==> src/common/gcp_pkg.sv <==
// package: constants shared by the command string parser
package gcp_pkg;
    // ==========================================================
    // characters on the data lines
    localparam logic [7:0] CH_RUN   = 8'h58;
    localparam logic [7:0] CH_SPACE = 8'h20;
    localparam logic [7:0] CH_ZERO  = 8'h30;
    localparam logic [7:0] CH_NINE  = 8'h39;

    // ==========================================================
    // command letters, index = execution priority (0 runs first)
    localparam int NCMD = 15;
    localparam logic [NCMD-1:0][7:0] CMD_CHAR = {8'h59, 8'h4F, 8'h47, 8'h56, 8'h4C,
        8'h41, 8'h4D, 8'h4B, 8'h55, 8'h4A, 8'h57, 8'h43, 8'h5A, 8'h52, 8'h46};
    // highest legal option per letter (gate letter checked as a set)
    localparam logic [NCMD-1:0][7:0] OPT_MAX = {8'h04, 8'h01, 8'h01, 8'h00, 8'h00,
        8'h00, 8'h20, 8'h01, 8'h02, 8'h00, 8'h01, 8'h01, 8'h01, 8'h0C, 8'h07};
    localparam logic [3:0] IX_SRC  = 4'h0;
    localparam logic [3:0] IX_SPAN = 4'h1;
    localparam logic [3:0] IX_SELF = 4'h5;
    localparam logic [3:0] IX_RPT  = 4'h6;
    localparam logic [3:0] IX_GATE = 4'h8;
    localparam logic [3:0] IX_CAL  = 4'h9;
    localparam logic [3:0] IX_LCAL = 4'hA;
    localparam logic [3:0] IX_OUT  = 4'hB;
    localparam logic [3:0] IX_LAST = 4'hE;
    localparam logic [3:0] IX_NONE = 4'hF;

    // ==========================================================
    // power-up settings and service gate values
    localparam logic [15:0] DEF_SET   = 16'h0000;
    localparam logic [15:0] GATE_DONE = 16'h0002;
    localparam logic [15:0] GATE_RDY  = 16'h0010;
    localparam logic [15:0] GATE_ERR  = 16'h0020;

    // ==========================================================
    // status byte bit positions
    localparam int SB_RQS = 6;
    localparam int SB_ERR = 5;
    localparam int SB_RDY = 4;
endpackage

==> src/logic/gcp_parser.sv <==
// design: command byte fifo and the command string parser top
//
// Behaviour
// - selective clear restores all power-up defaults
// - poll mode, talker, ATN false: drive status
// - several devices polled within one poll mode
// - poll answered whether or not service requested
// - command is letter then decimal option
// - command bytes taken only with ATN false
// - buffered until run character, then executed
// - execution follows fixed priority order
// - repeated letter: last occurrence wins
// - spaces discarded without error
// - bad letter, option or REN false: ignore
// - REN false also raises bus error
// - command error flags, SRQ when gate allows
// - source kind options 0 to 7 only
// - letters outside command set rejected
// - report option selects next talk content
// - low temperature trim value applied
// - output set point value programs source
// - bad value drops only that command
// - REN alone does not make remote
`timescale 1ns/100ps

// ==========================================================
// fifo for received command bytes
module gcp_fifo #(
    parameter int WIDTH = 9,
    parameter int DEPTH = 16
) (
    // clock and reset
    input  wire logic             sys_clk,
    input  wire logic             reset,
    input  wire logic             flush,
    // fill side
    input  wire logic             in_valid,
    output logic                  in_ready,
    input  wire logic [WIDTH-1:0] in_data,
    // drain side
    output logic                  out_valid,
    input  wire logic             out_ready,
    output logic [WIDTH-1:0]      out_data
);
    localparam int AW = $clog2(DEPTH);

    generate
        if (DEPTH < 2 || (DEPTH & (DEPTH - 1)) != 0) begin : g_bad
            $error("fifo depth must be a power of two");
        end
    endgenerate

    logic [WIDTH-1:0] mem [DEPTH];
    logic [AW-1:0]    wp;
    logic [AW-1:0]    rp;
    logic [AW:0]      cnt;
    logic [AW:0]      next_cnt;
    logic             push;
    logic             pop;

    assign push     = in_valid && in_ready;
    assign pop      = out_valid && out_ready;
    assign out_data = mem[rp];

    // occupancy
    always_comb begin
        next_cnt = cnt;
        if (push && !pop) begin
            next_cnt = cnt + 1'b1;
        end else if (pop && !push) begin
            next_cnt = cnt - 1'b1;
        end
    end

    // pointers and flags, all registered
    always_ff @(posedge sys_clk) begin
        if (reset || flush) begin
            wp        <= '0;
            rp        <= '0;
            cnt       <= '0;
            in_ready  <= 1'b1;
            out_valid <= 1'b0;
        end else begin
            if (push) begin
                wp <= wp + 1'b1;
            end
            if (pop) begin
                rp <= rp + 1'b1;
            end
            cnt       <= next_cnt;
            in_ready  <= next_cnt != (AW+1)'(DEPTH);
            out_valid <= next_cnt != '0;
        end
    end

    // storage
    always_ff @(posedge sys_clk) begin
        if (push) begin
            mem[wp] <= in_data;
        end
    end
endmodule

// ==========================================================
// command string parser and clear/poll responder
module gcp_parser #(
    parameter logic [15:0] CAL_MAX = 16'h270F,
    parameter logic [15:0] OUT_MAX = 16'h270F
) (
    // clock and reset
    input  wire logic        sys_clk,
    input  wire logic        reset,
    // bus state from the interface function
    input  wire logic        atn,
    input  wire logic        ren,
    input  wire logic        listen_addr,
    input  wire logic        talk_addr,
    input  wire logic        sdc_cmd,
    input  wire logic        spe_cmd,
    input  wire logic        spd_cmd,
    // received data bytes
    input  wire logic        rx_valid,
    input  wire logic [7:0]  rx_byte,
    output logic             rx_ready,
    // status byte onto the data lines
    output logic [7:0]       dio_out,
    output logic             dio_oe,
    output logic             srq,
    input  wire logic        charge_done,
    // settings
    output logic [2:0]       src_kind,
    output logic [3:0]       span_sel,
    output logic             null_on,
    output logic             temp_adj,
    output logic             shield_on,
    output logic             self_test,
    output logic [1:0]       report_sel,
    output logic             end_flag_off,
    output logic [5:0]       srq_gate,
    output logic [15:0]      cal_value,
    output logic [15:0]      low_cal_value,
    output logic [15:0]      set_point,
    output logic             prefix_off,
    output logic             arm_on,
    output logic [2:0]       line_end,
    // indications
    output logic             remote,
    output logic             unknown_command_letter,
    output logic             invalid_command_option,
    output logic             number_err,
    output logic             bus_err,
    output logic             exec_done
);
    typedef enum logic [0:0] {ST_RX, ST_EXEC} gcp_state_t;

    gcp_state_t  st;
    logic [3:0]  step;
    logic [15:0] set_reg [gcp_pkg::NCMD];
    logic [15:0] pend    [gcp_pkg::NCMD];
    logic [gcp_pkg::NCMD-1:0] pend_v;
    logic [3:0]  cur;
    logic [15:0] acc;
    logic        got_dig;
    logic        ovf;
    logic        bad_let;
    logic        bad_opt;
    logic        bad_num;
    logic        ren_bad;
    logic        spoll;
    logic        err_flag;
    logic        rdy_flag;
    logic        rqs;
    logic        clr;
    logic        q_valid;
    logic        q_ready;
    logic [8:0]  q_data;
    logic        pop;
    logic [7:0]  ch;
    logic        is_dig;
    logic [3:0]  lidx;
    logic        close_ok;
    logic        close_bad;
    logic        close_num;
    logic        run_ok;
    logic        run_err;
    logic        poll_drive;
    logic [7:0]  stb;
    logic [19:0] acc10;
    logic        err_evt;

    // map a character to its priority index
    function automatic logic [3:0] letter_idx(input logic [7:0] c);
        letter_idx = gcp_pkg::IX_NONE;
        for (int i = 0; i < gcp_pkg::NCMD; i++) begin
            if (c == gcp_pkg::CMD_CHAR[i]) begin
                letter_idx = 4'(i);
            end
        end
    endfunction

    // legal option for a non-value letter
    function automatic logic opt_legal(input logic [3:0] ix, input logic [15:0] v);
        if (ix == gcp_pkg::IX_GATE) begin
            opt_legal = v == 16'h0000 || v == gcp_pkg::GATE_DONE ||
                        v == gcp_pkg::GATE_RDY || v == gcp_pkg::GATE_ERR;
        end else begin
            opt_legal = v <= {8'h00, gcp_pkg::OPT_MAX[ix]};
        end
    endfunction

    // ==========================================================
    // byte intake: data only, ATN false and listener; tag REN state
    assign clr = reset || (sdc_cmd && listen_addr);
    gcp_fifo #(.WIDTH(9), .DEPTH(16)) u_fifo (
        .sys_clk  (sys_clk),
        .reset    (reset),
        .flush    (clr),
        .in_valid (rx_valid && !atn && listen_addr),
        .in_ready (rx_ready),
        .in_data  ({!ren, rx_byte}),
        .out_valid(q_valid),
        .out_ready(q_ready),
        .out_data (q_data)
    );

    // ==========================================================
    // character decode and close of the current command
    assign q_ready = st == ST_RX;
    assign pop     = q_valid && q_ready;
    assign ch      = q_data[7:0];
    assign is_dig  = ch >= gcp_pkg::CH_ZERO && ch <= gcp_pkg::CH_NINE;
    assign lidx    = letter_idx(ch);
    assign acc10   = {4'h0, acc} * 20'd10 + {16'h0000, ch[3:0]};

    always_comb begin
        close_ok  = 1'b0;
        close_bad = 1'b0;
        close_num = 1'b0;
        if (cur != gcp_pkg::IX_NONE) begin
            if (cur == gcp_pkg::IX_CAL || cur == gcp_pkg::IX_LCAL || cur == gcp_pkg::IX_OUT) begin
                // value commands: out of range drops only this one
                if (got_dig && !ovf && acc <= (cur == gcp_pkg::IX_OUT ? OUT_MAX : CAL_MAX)) begin
                    close_ok = 1'b1;
                end else begin
                    close_num = 1'b1;
                end
            end else if (got_dig && !ovf && opt_legal(cur, acc)) begin
                close_ok = 1'b1;
            end else begin
                close_bad = 1'b1;
            end
        end
    end

    assign run_err = bad_let || bad_opt || ren_bad || close_bad || q_data[8];
    assign run_ok  = pop && ch == gcp_pkg::CH_RUN && !run_err;

    // ==========================================================
    // string parser: letter then decimal digits, spaces skipped
    always_ff @(posedge sys_clk) begin
        if (clr) begin
            cur     <= gcp_pkg::IX_NONE;
            acc     <= '0;
            got_dig <= 1'b0;
            ovf     <= 1'b0;
            bad_let <= 1'b0;
            bad_opt <= 1'b0;
            bad_num <= 1'b0;
            ren_bad <= 1'b0;
            pend_v  <= '0;
        end else if (pop) begin
            ren_bad <= ren_bad || q_data[8];
            if (ch == gcp_pkg::CH_SPACE) begin
                cur <= cur;
            end else if (is_dig && cur != gcp_pkg::IX_NONE) begin
                acc     <= acc10[15:0];
                ovf     <= ovf || acc10[19:16] != 4'h0;
                got_dig <= 1'b1;
            end else if (ch == gcp_pkg::CH_RUN) begin
                // end of string: letter, option or REN errors discard the whole buffer; a bad value does not
                cur     <= gcp_pkg::IX_NONE;
                bad_let <= 1'b0;
                bad_opt <= 1'b0;
                bad_num <= 1'b0;
                ren_bad <= 1'b0;
                if (run_err) begin
                    pend_v <= '0;
                end else if (close_ok) begin
                    pend[cur]   <= acc;
                    pend_v[cur] <= 1'b1;
                end
            end else begin
                if (close_ok) begin
                    pend[cur]   <= acc;
                    pend_v[cur] <= 1'b1;
                end
                bad_opt <= bad_opt || close_bad;
                bad_num <= bad_num || close_num;
                bad_let <= bad_let || lidx == gcp_pkg::IX_NONE;
                cur     <= lidx;
                acc     <= '0;
                got_dig <= 1'b0;
                ovf     <= 1'b0;
            end
        end else if (st == ST_EXEC && step == gcp_pkg::IX_LAST) begin
            pend_v <= '0;
        end
    end

    // ==========================================================
    // execution sequencer walks the priority order
    always_ff @(posedge sys_clk) begin
        if (clr) begin
            st   <= ST_RX;
            step <= '0;
        end else begin
            case (st)
                ST_RX: begin
                    if (run_ok) begin
                        st   <= ST_EXEC;
                        step <= '0;
                    end
                end
                ST_EXEC: begin
                    step <= step + 1'b1;
                    if (step == gcp_pkg::IX_LAST) begin
                        st <= ST_RX;
                    end
                end
                default: st <= ST_RX;
            endcase
        end
    end

    // settings applied one per step
    always_ff @(posedge sys_clk) begin
        if (clr) begin
            for (int i = 0; i < gcp_pkg::NCMD; i++) begin
                set_reg[i] <= gcp_pkg::DEF_SET;
            end
            self_test <= 1'b0;
            exec_done <= 1'b0;
        end else begin
            self_test <= 1'b0;
            exec_done <= st == ST_EXEC && step == gcp_pkg::IX_LAST;
            if (st == ST_EXEC && pend_v[step]) begin
                set_reg[step] <= pend[step];
                self_test     <= step == gcp_pkg::IX_SELF;
            end
        end
    end

    // setting outputs straight from the setting flops
    assign src_kind      = set_reg[0][2:0];
    assign span_sel      = set_reg[1][3:0];
    assign null_on       = set_reg[2][0];
    assign temp_adj      = set_reg[3][0];
    assign shield_on     = set_reg[4][0];
    assign report_sel    = set_reg[6][1:0];
    assign end_flag_off  = set_reg[7][0];
    assign srq_gate      = set_reg[8][5:0];
    assign cal_value     = set_reg[9];
    assign low_cal_value = set_reg[10];
    assign set_point     = set_reg[11];
    assign prefix_off    = set_reg[12][0];
    assign arm_on        = set_reg[13][0];
    assign line_end      = set_reg[14][2:0];

    // ==========================================================
    // error pulses at the run character, remote state
    always_ff @(posedge sys_clk) begin
        if (clr) begin
            unknown_command_letter <= 1'b0;
            invalid_command_option <= 1'b0;
            number_err             <= 1'b0;
            bus_err                <= 1'b0;
            remote                 <= 1'b0;
        end else begin
            unknown_command_letter <= pop && ch == gcp_pkg::CH_RUN && bad_let;
            invalid_command_option <= pop && ch == gcp_pkg::CH_RUN && (bad_opt || close_bad);
            number_err             <= pop && ch == gcp_pkg::CH_RUN && (bad_num || close_num);
            bus_err                <= pop && ch == gcp_pkg::CH_RUN && (ren_bad || q_data[8]);
            remote                 <= ren && (remote || listen_addr || talk_addr);
        end
    end

    // ==========================================================
    // serial poll mode and status byte drive
    assign poll_drive = spoll && talk_addr && !atn;
    assign stb        = {1'b0, rqs, err_flag, rdy_flag, 4'h0};

    always_ff @(posedge sys_clk) begin
        if (clr) begin
            spoll   <= 1'b0;
            dio_oe  <= 1'b0;
            dio_out <= '0;
        end else begin
            if (spe_cmd) begin
                spoll <= 1'b1;
            end else if (spd_cmd) begin
                spoll <= 1'b0;
            end
            dio_oe  <= poll_drive;
            dio_out <= poll_drive ? stb : 8'h00;
        end
    end

    // sticky error/ready and service request; a new event beats the poll clear
    // request follows a fresh error event, so an old sticky error cannot re-arm it after the poll
    always_ff @(posedge sys_clk) begin
        if (clr) begin
            err_flag <= 1'b0;
            err_evt  <= 1'b0;
            rdy_flag <= 1'b0;
            rqs      <= 1'b0;
            srq      <= 1'b0;
        end else begin
            err_evt  <= unknown_command_letter || invalid_command_option || number_err || bus_err;
            if (unknown_command_letter || invalid_command_option || number_err || bus_err) begin
                err_flag <= 1'b1;
            end else if (dio_oe && !poll_drive) begin
                err_flag <= 1'b0;
            end
            rdy_flag <= exec_done || (rdy_flag && !(dio_oe && !poll_drive));
            if ((err_evt && srq_gate == gcp_pkg::GATE_ERR[5:0]) ||
                (exec_done && srq_gate == gcp_pkg::GATE_RDY[5:0]) ||
                (charge_done && srq_gate == gcp_pkg::GATE_DONE[5:0])) begin
                rqs <= 1'b1;
            end else if (dio_oe && !poll_drive) begin
                rqs <= 1'b0;
            end
            srq <= rqs;
        end
    end
endmodule

==> config.mk <==
export PLATFORM = sky130hd
export DESIGN_NAME = gcp_parser
export DESIGN_NICKNAME = d
export VERILOG_FILES = /design/src/common/gcp_pkg.sv /design/src/logic/gcp_parser.sv
export SDC_FILE = /design/constraint.sdc
export NUM_CORES = 1
export LEC_CHECK = 0
export BUFFER_PORTS_ARGS = -buffer_cell sky130_fd_sc_hd__buf_2
export CELL_PAD_IN_SITES_DETAIL_PLACEMENT = 1
export CELL_PAD_IN_SITES_GLOBAL_PLACEMENT = 1
export CORE_MARGIN = 2
export CORE_UTILIZATION = 57
export CTS_BUF_LIST = sky130_fd_sc_hd__clkbuf_8
export CTS_CLUSTER_SIZE = 25
export DETAILED_ROUTE_END_ITERATION = 8
export GPL_TIMING_DRIVEN = 0
export PLACE_DENSITY_LB_ADDON = 0.1
export SYNTH_ARGS = -nofsm -noshare
export SYNTH_HDL_FRONTEND = slang
export SYNTH_SLANG_ARGS = --single-unit
==> constraint.sdc <==
create_clock -name sys_clk -period 8.1 [get_ports sys_clk]
set_clock_uncertainty 0.2 [all_clocks]
set_input_delay 0.81 -clock sys_clk [delete_from_list [all_inputs] [get_ports sys_clk]]
set_output_delay 0.81 -clock sys_clk [all_outputs]
set_load 0.005 [all_outputs]
### Word level (Yosys, flattened, before mapping)

Memories as Yosys holds them, arrays and structs flattened. A register that Yosys moved wholly into a read port is not among the register bits.
Cells that the tools add are included.

| operators by class | value |
|---|---|
| bitwise gates (word level) | 7 |
| equal/unequal tests | 36 |
| shifts and indexed selects | 0 |
| divide/modulo/power cells | 0 |
| $add $sub $neg | 6 |
| muxes and demuxes | 95 |
| reduce and logical (&&, ||, !) cells | 74 |
| $lt $le $gt $ge | 7 |
| $mul | 1 |

Operators by type and width:

| cell | count |
|---|---|
| 8-bit by 7-bit == test with 1-bit output (second input constant) | 16 |
| 15-bit 2-to-1 mux | 7 |
| 4-bit 2-to-1 mux | 24 |
| 16-bit 2-to-1 mux | 4 |
| 1-bit 2-to-1 mux | 53 |
| 1-bit logical AND | 29 |
| 4-bit == test (second input constant) | 6 |
| 1-bit logical OR | 24 |
| 20-bit by 4-bit adder with 20-bit output | 1 |
| 16-bit by 3-bit multiplier with 19-bit output (second input constant) | 1 |
| 16-bit by 2-bit == test with 1-bit output (second input constant) | 1 |
| 16-bit by 5-bit == test with 1-bit output (second input constant) | 1 |
| 16-bit by 6-bit == test with 1-bit output (second input constant) | 1 |
| 16-bit by 14-bit less-or-equal comparator with 1-bit output (second input constant) | 1 |
| 16-bit by 8-bit less-or-equal comparator with 1-bit output | 1 |
| 16-bit logical NOT | 1 |
| 16-bit OR reduction | 1 |
| 15-bit bitwise OR | 1 |
| 4-bit by 1-bit adder with 4-bit output (second input constant) | 3 |
| 4-bit by 5-bit less-than comparator with 1-bit output (second input constant) | 2 |
| 5-bit 2-to-1 mux | 2 |
| 3-bit AND reduction | 3 |
| 8-bit by 6-bit == test with 1-bit output (second input constant) | 1 |
| 8-bit by 6-bit greater-or-equal comparator with 1-bit output (second input constant) | 1 |
| 23 further kinds | 41 |

| word-level totals | value |
|---|---|
| logic and storage cells | 262 |
| input port bits | 19 |
| register bits | 83 |
| RAM bits | 624 |
| memory bits (read-only) | 128 |
| memories | 4 |
| bits in latches | 0 |
| output and inout bits | 90 |

Memory list:

| memory | depth | width | rd ports | clocked after memory_dff | write ports | line | RTL |
|---|---|---|---|---|---|---|---|
| pend | 15 | 16 | 1 | 1 | 1 | gcp_parser.sv:159 | `logic [15:0] pend [gcp_pkg::NCMD];` |
| set_reg | 15 | 16 | 14 | 0 | 15 | gcp_parser.sv:158 | `logic [15:0] set_reg [gcp_pkg::NCMD];` |
| u_fifo.mem | 16 | 9 | 1 | 1 | 1 | gcp_parser.sv:53 | `logic [WIDTH-1:0] mem [DEPTH];` |
| (name not given) | 16 | 8 | 1 | 1 | 0 | gcp_parser.sv:207 | `opt_legal = v <= {8'h00, gcp_pkg::OPT_MAX[ix]};` |

### Longest topological paths before layout

| depth | value |
|---|---|
| depth after elaboration | 21 |
| mapped depth | 18 |

### Modules after synthesis

Synthesis repeated with hierarchy kept, for this count alone.

| unflattened totals | value |
|---|---|
| cells, all modules | 1413 |
| area total of the unflattened synthesis | 22898.2 um^2 |

Modules (own cells, without submodules):

| module | area each (um^2) | times used | cells an instance | sequential area each (um^2) |
|---|---|---|---|---|
| gcp_parser | 16388.2 | 1 | 1097 | 10810.4 |
| gcp_fifo | 6510.0 | 1 | 316 | 4704.5 |

### Worst setup path after synthesis

OpenSTA, ideal clock, no wires.

| timing path | value |
|---|---|
| path type | reg2reg |
| start point | register (tool-made name) |
| end point | memory pend[7][0] (enable) |
| setup slack | 3830 ps |
| stages on the path, launching flop included | 10 |
| setup time | 388 ps |
| data arrival time | 3682 ps |
| path buffers | 2 |
| required time | 7512 ps |
| cells stage by stage | dfxtp_1 buf_6 buf_6 mux4_2 mux4_2 or2_0 or4b_4 a2111oi_4 nand3_2 nor2_1 |

RTL lines:

| item | line |
|---|---|
| end: declaration | gcp_parser.sv:159 |

==> flow_summary.yaml <==
clocking:
  clk_latency_ps: 650
  cts_buffers: 85
  cts_resized: 0
  root_buffer: "clkbuf_8"
  clkSinkCount: 547
  cts_tree: "built"
  clk_pin_slew_ps: 60
  h-tree-depth: 3
  ctsHoldBuffers: 0
  post_cts_buffers: 0
  cts.path.max_buffers: 3
route:
  drc: 0
  drtAntennaViolNets: 0
  vias: 13378
  wirelength_um: 53700
  wire_per_inst_um: 24.1
  viasPerCell: 5.99
  first_pass_iters: 5
  first_iter_violations: 909
die:
  io_pins: 109
  num_rows: 73
  die_w_um: 204
  core_area_um2: 39600
  die-height_um: 204
  start_util_pct: 57.5
  die_area_um2: 41600
sta:
  setup_viol: 0
  slew-limit-headroom_pct: 17.9
  fin_crit_sh_pct: 63.1
  maxSlewViolCount: 0
  final_hold_viol_count: 0
  tightest_slew_ps: 1230
  min_period_ps: 5110
  fmax_ghz: 0.196
  tns_ps: 0
  grt_setup_unrepaired: "false"
yosys:
  synthFlopType: "edfxtp_1"
  syn-instance-count: 1441
  synth_top_area_share_pct: 60.0
  synth-seq-cells: 547
  ys_types: 77
  synth_edf_count: 456
  ys_warn_count: 0
  avgSynthCellArea_um2: 15.8
  yosysSeqAreaShare_pct: 68.0
  syn-cell-area_um2: 22800
  yosys-top-cells-area: "edfxtp_1, mux4_2, dfxtp_1, ha_1, nor2b_1"
  async_flop_share_pct: 0
  yosys.area.top_type: "edfxtp_1"
finish:
  antenna_cells: 0
  finalNetCount: 1712
  final_cells: 2233
  area_growth_pct: 12.7
  nFillCells: 3633
  largest_register_ffs: 240
  layout-drive-gt1-share_pct: 22.4
global_routing:
  overflow: 0
  grt_usage_pct: 26.3
  first_global_vias: 14220
  grt_max_degree: 23
  grt_pass1_wl_um: 82400
  antenna_found_initial: 1
power:
  pwr-share-seq_pct: 54.0
  p_leak_nw: 8.97
  switching_share_pct: 24.2
  p_per_area_nw_per_um2: 223
  combPwrFrac_pct: 8.9
  switching_power_mw: 1.38
  internal_power_mw: 4.34
  vdd_drop_max_mv: 0.230
  pwr-share-clk_pct: 37.1
min_path:
  hold_end: "spoll$_SDFFE_PP0P_"
  hold_depth: 3
  hold_class: "primary input to flop"
  hold_path.startpoint: "spe_cmd"
worst_setup_path:
  endpoint_kind: "flop"
  crit_type: "flop to flop"
  cpPeakStageDelay_ps: 880
  r2r_setup_slack_ps: 2990
  critPathArrivalTime_ps: 5160
  cp_common_cell: "clkbuf_1"
  crit_fanout: 16
  crit_chain: "clkbuf_1 -> nor2b_1 -> a22oi_1 -> and2_1 -> clkbuf_1 -> inv_2 -> a2111oi_2 -> o21bai_1 -> nand2_1 -> a2111oi_4 -> nand2_2 -> nor3_4"
  crit_slowest_cell: "nor3_4"
  reg2reg_depth: 12
  crit_path_start_kind: "flop"
  crit_required_ps: 8150
  reg2reg_to: "pend[0][11]$_DFFE_PP_"
flow_run:
  drv_cap: 0
placement:
  dp.cells: 2080
  portBuffers: 103
  hpwl_um: 37200
  gp_congestion: 0.837
run_status:
  outcome: "finished, final reports clean"
[routing by layer]
metal	up-vias	global-route usage [%]	routed length, um
met3	102	4.48	2780
met2	438	46.0	27700
met5	-	0	0
li1	6003	-	-
met1	6835	33.4	21900
met4	0	9.32	1360
[cell usage after synthesis (23+ instances only)]
cell type  instances
a21oi_1           33
clkbuf_1          43
dfxtp_1           91
edfxtp_1         456
ha_1              49
inv_1             28
mux2i_1           23
mux4_2           105
nand2_1           86
nor2_1           102
nor2b_1           73
nor3_1            23
o21ai_0           35
[how the worst max path moves through the flow]
stage	end	from	cells after the start	slack, ps
2_1_floorplan	pend[7][0]$_DFFE_PP_	flop	9	3830
3_3_place_gp	pend[13][10]$_DFFE_PP_	acc[14]$_SDFFE_PP0P_	7	2590
3_5_place_dp	pend[0][11]$_DFFE_PP_	acc[1]$_SDFFE_PP0P_	10	3070
4_1_cts	pend[0][7]$_DFFE_PP_	acc[1]$_SDFFE_PP0P_	10	2980
5_1_grt	pend[7][9]$_DFFE_PP_	flop	12	2690
6_report	pend[0][11]$_DFFE_PP_	flop	12	2990
[layout by cell type, fill, tap and decap left out, types with 33 or more instances in the layout]
master	instances
a21oi_1	33
buf_2	106
clkbuf_1	43
clkbuf_8	87
dfxtp_1	91
edfxtp_1	456
ha_1	49
inv_1	60
mux4_2	105
nand2_1	86
nor2_1	91
nor2b_1	73
o21ai_0	35
[kinds of logic (layout without fill, tap and decap cells)]
family	Yosys count	after routing	synth area share (%)
and+or+nand+nor	405	405	9.17
AOI/OAI and AO/OA	180	180	5.46
adders and majority gates	52	52	2.91
muxes	128	128	11.4
DFF	547	547	68.0
buffers and inverters	101	364	1.99
xor gates and xnor gates	27	27	1.04
other	1	5	0.0164
[per-stage QoR]
stage          utilization (%)  hold WS, ps  setup WS (ps)  instance area (um2)  power (mW)
3_5_place_dp              60.9          253           3070                24200        3.65
3_3_place_gp              60.5          226           2590                24000        3.63
6_report                  64.8          187           2990                25700        5.72
5_1_grt                   64.8          192           2690                25700        5.91
4_1_cts                   64.8          145           2980                25700        5.75
2_1_floorplan                -          210           3830                22800        3.51
[worst max-delay path: cells and delay by family (launching register included)]
family          cells  cell delay [ps]
flops               1              350
compound gates      4             1070
buf+inv             3              880
simple gates        5             2180
[power groups by stage]
stage          clock, mW  sequential [mW]  combinational (mW)
6_report            2.12             3.09               0.509
3_5_place_dp           0             3.15               0.508
2_1_floorplan          0             3.14               0.366
5_1_grt             2.27             3.09               0.555
3_3_place_gp           0             3.14               0.492
4_1_cts             2.16             3.09               0.510
[final cells by class]
cell class	count	area (um2)	share of cell area, %
plain buffers	71	342	1.33
clock buffers	87	1200	4.66
clock inverters	66	338	1.32
inverters	30	113	0.438
multi-input cells	797	6920	26.9
flip-flops and latches	547	15500	60.4
well taps	525	657	2.56
repair buffers	110	606	2.36
No activity file was read; power rests on OpenSTA's default activity.
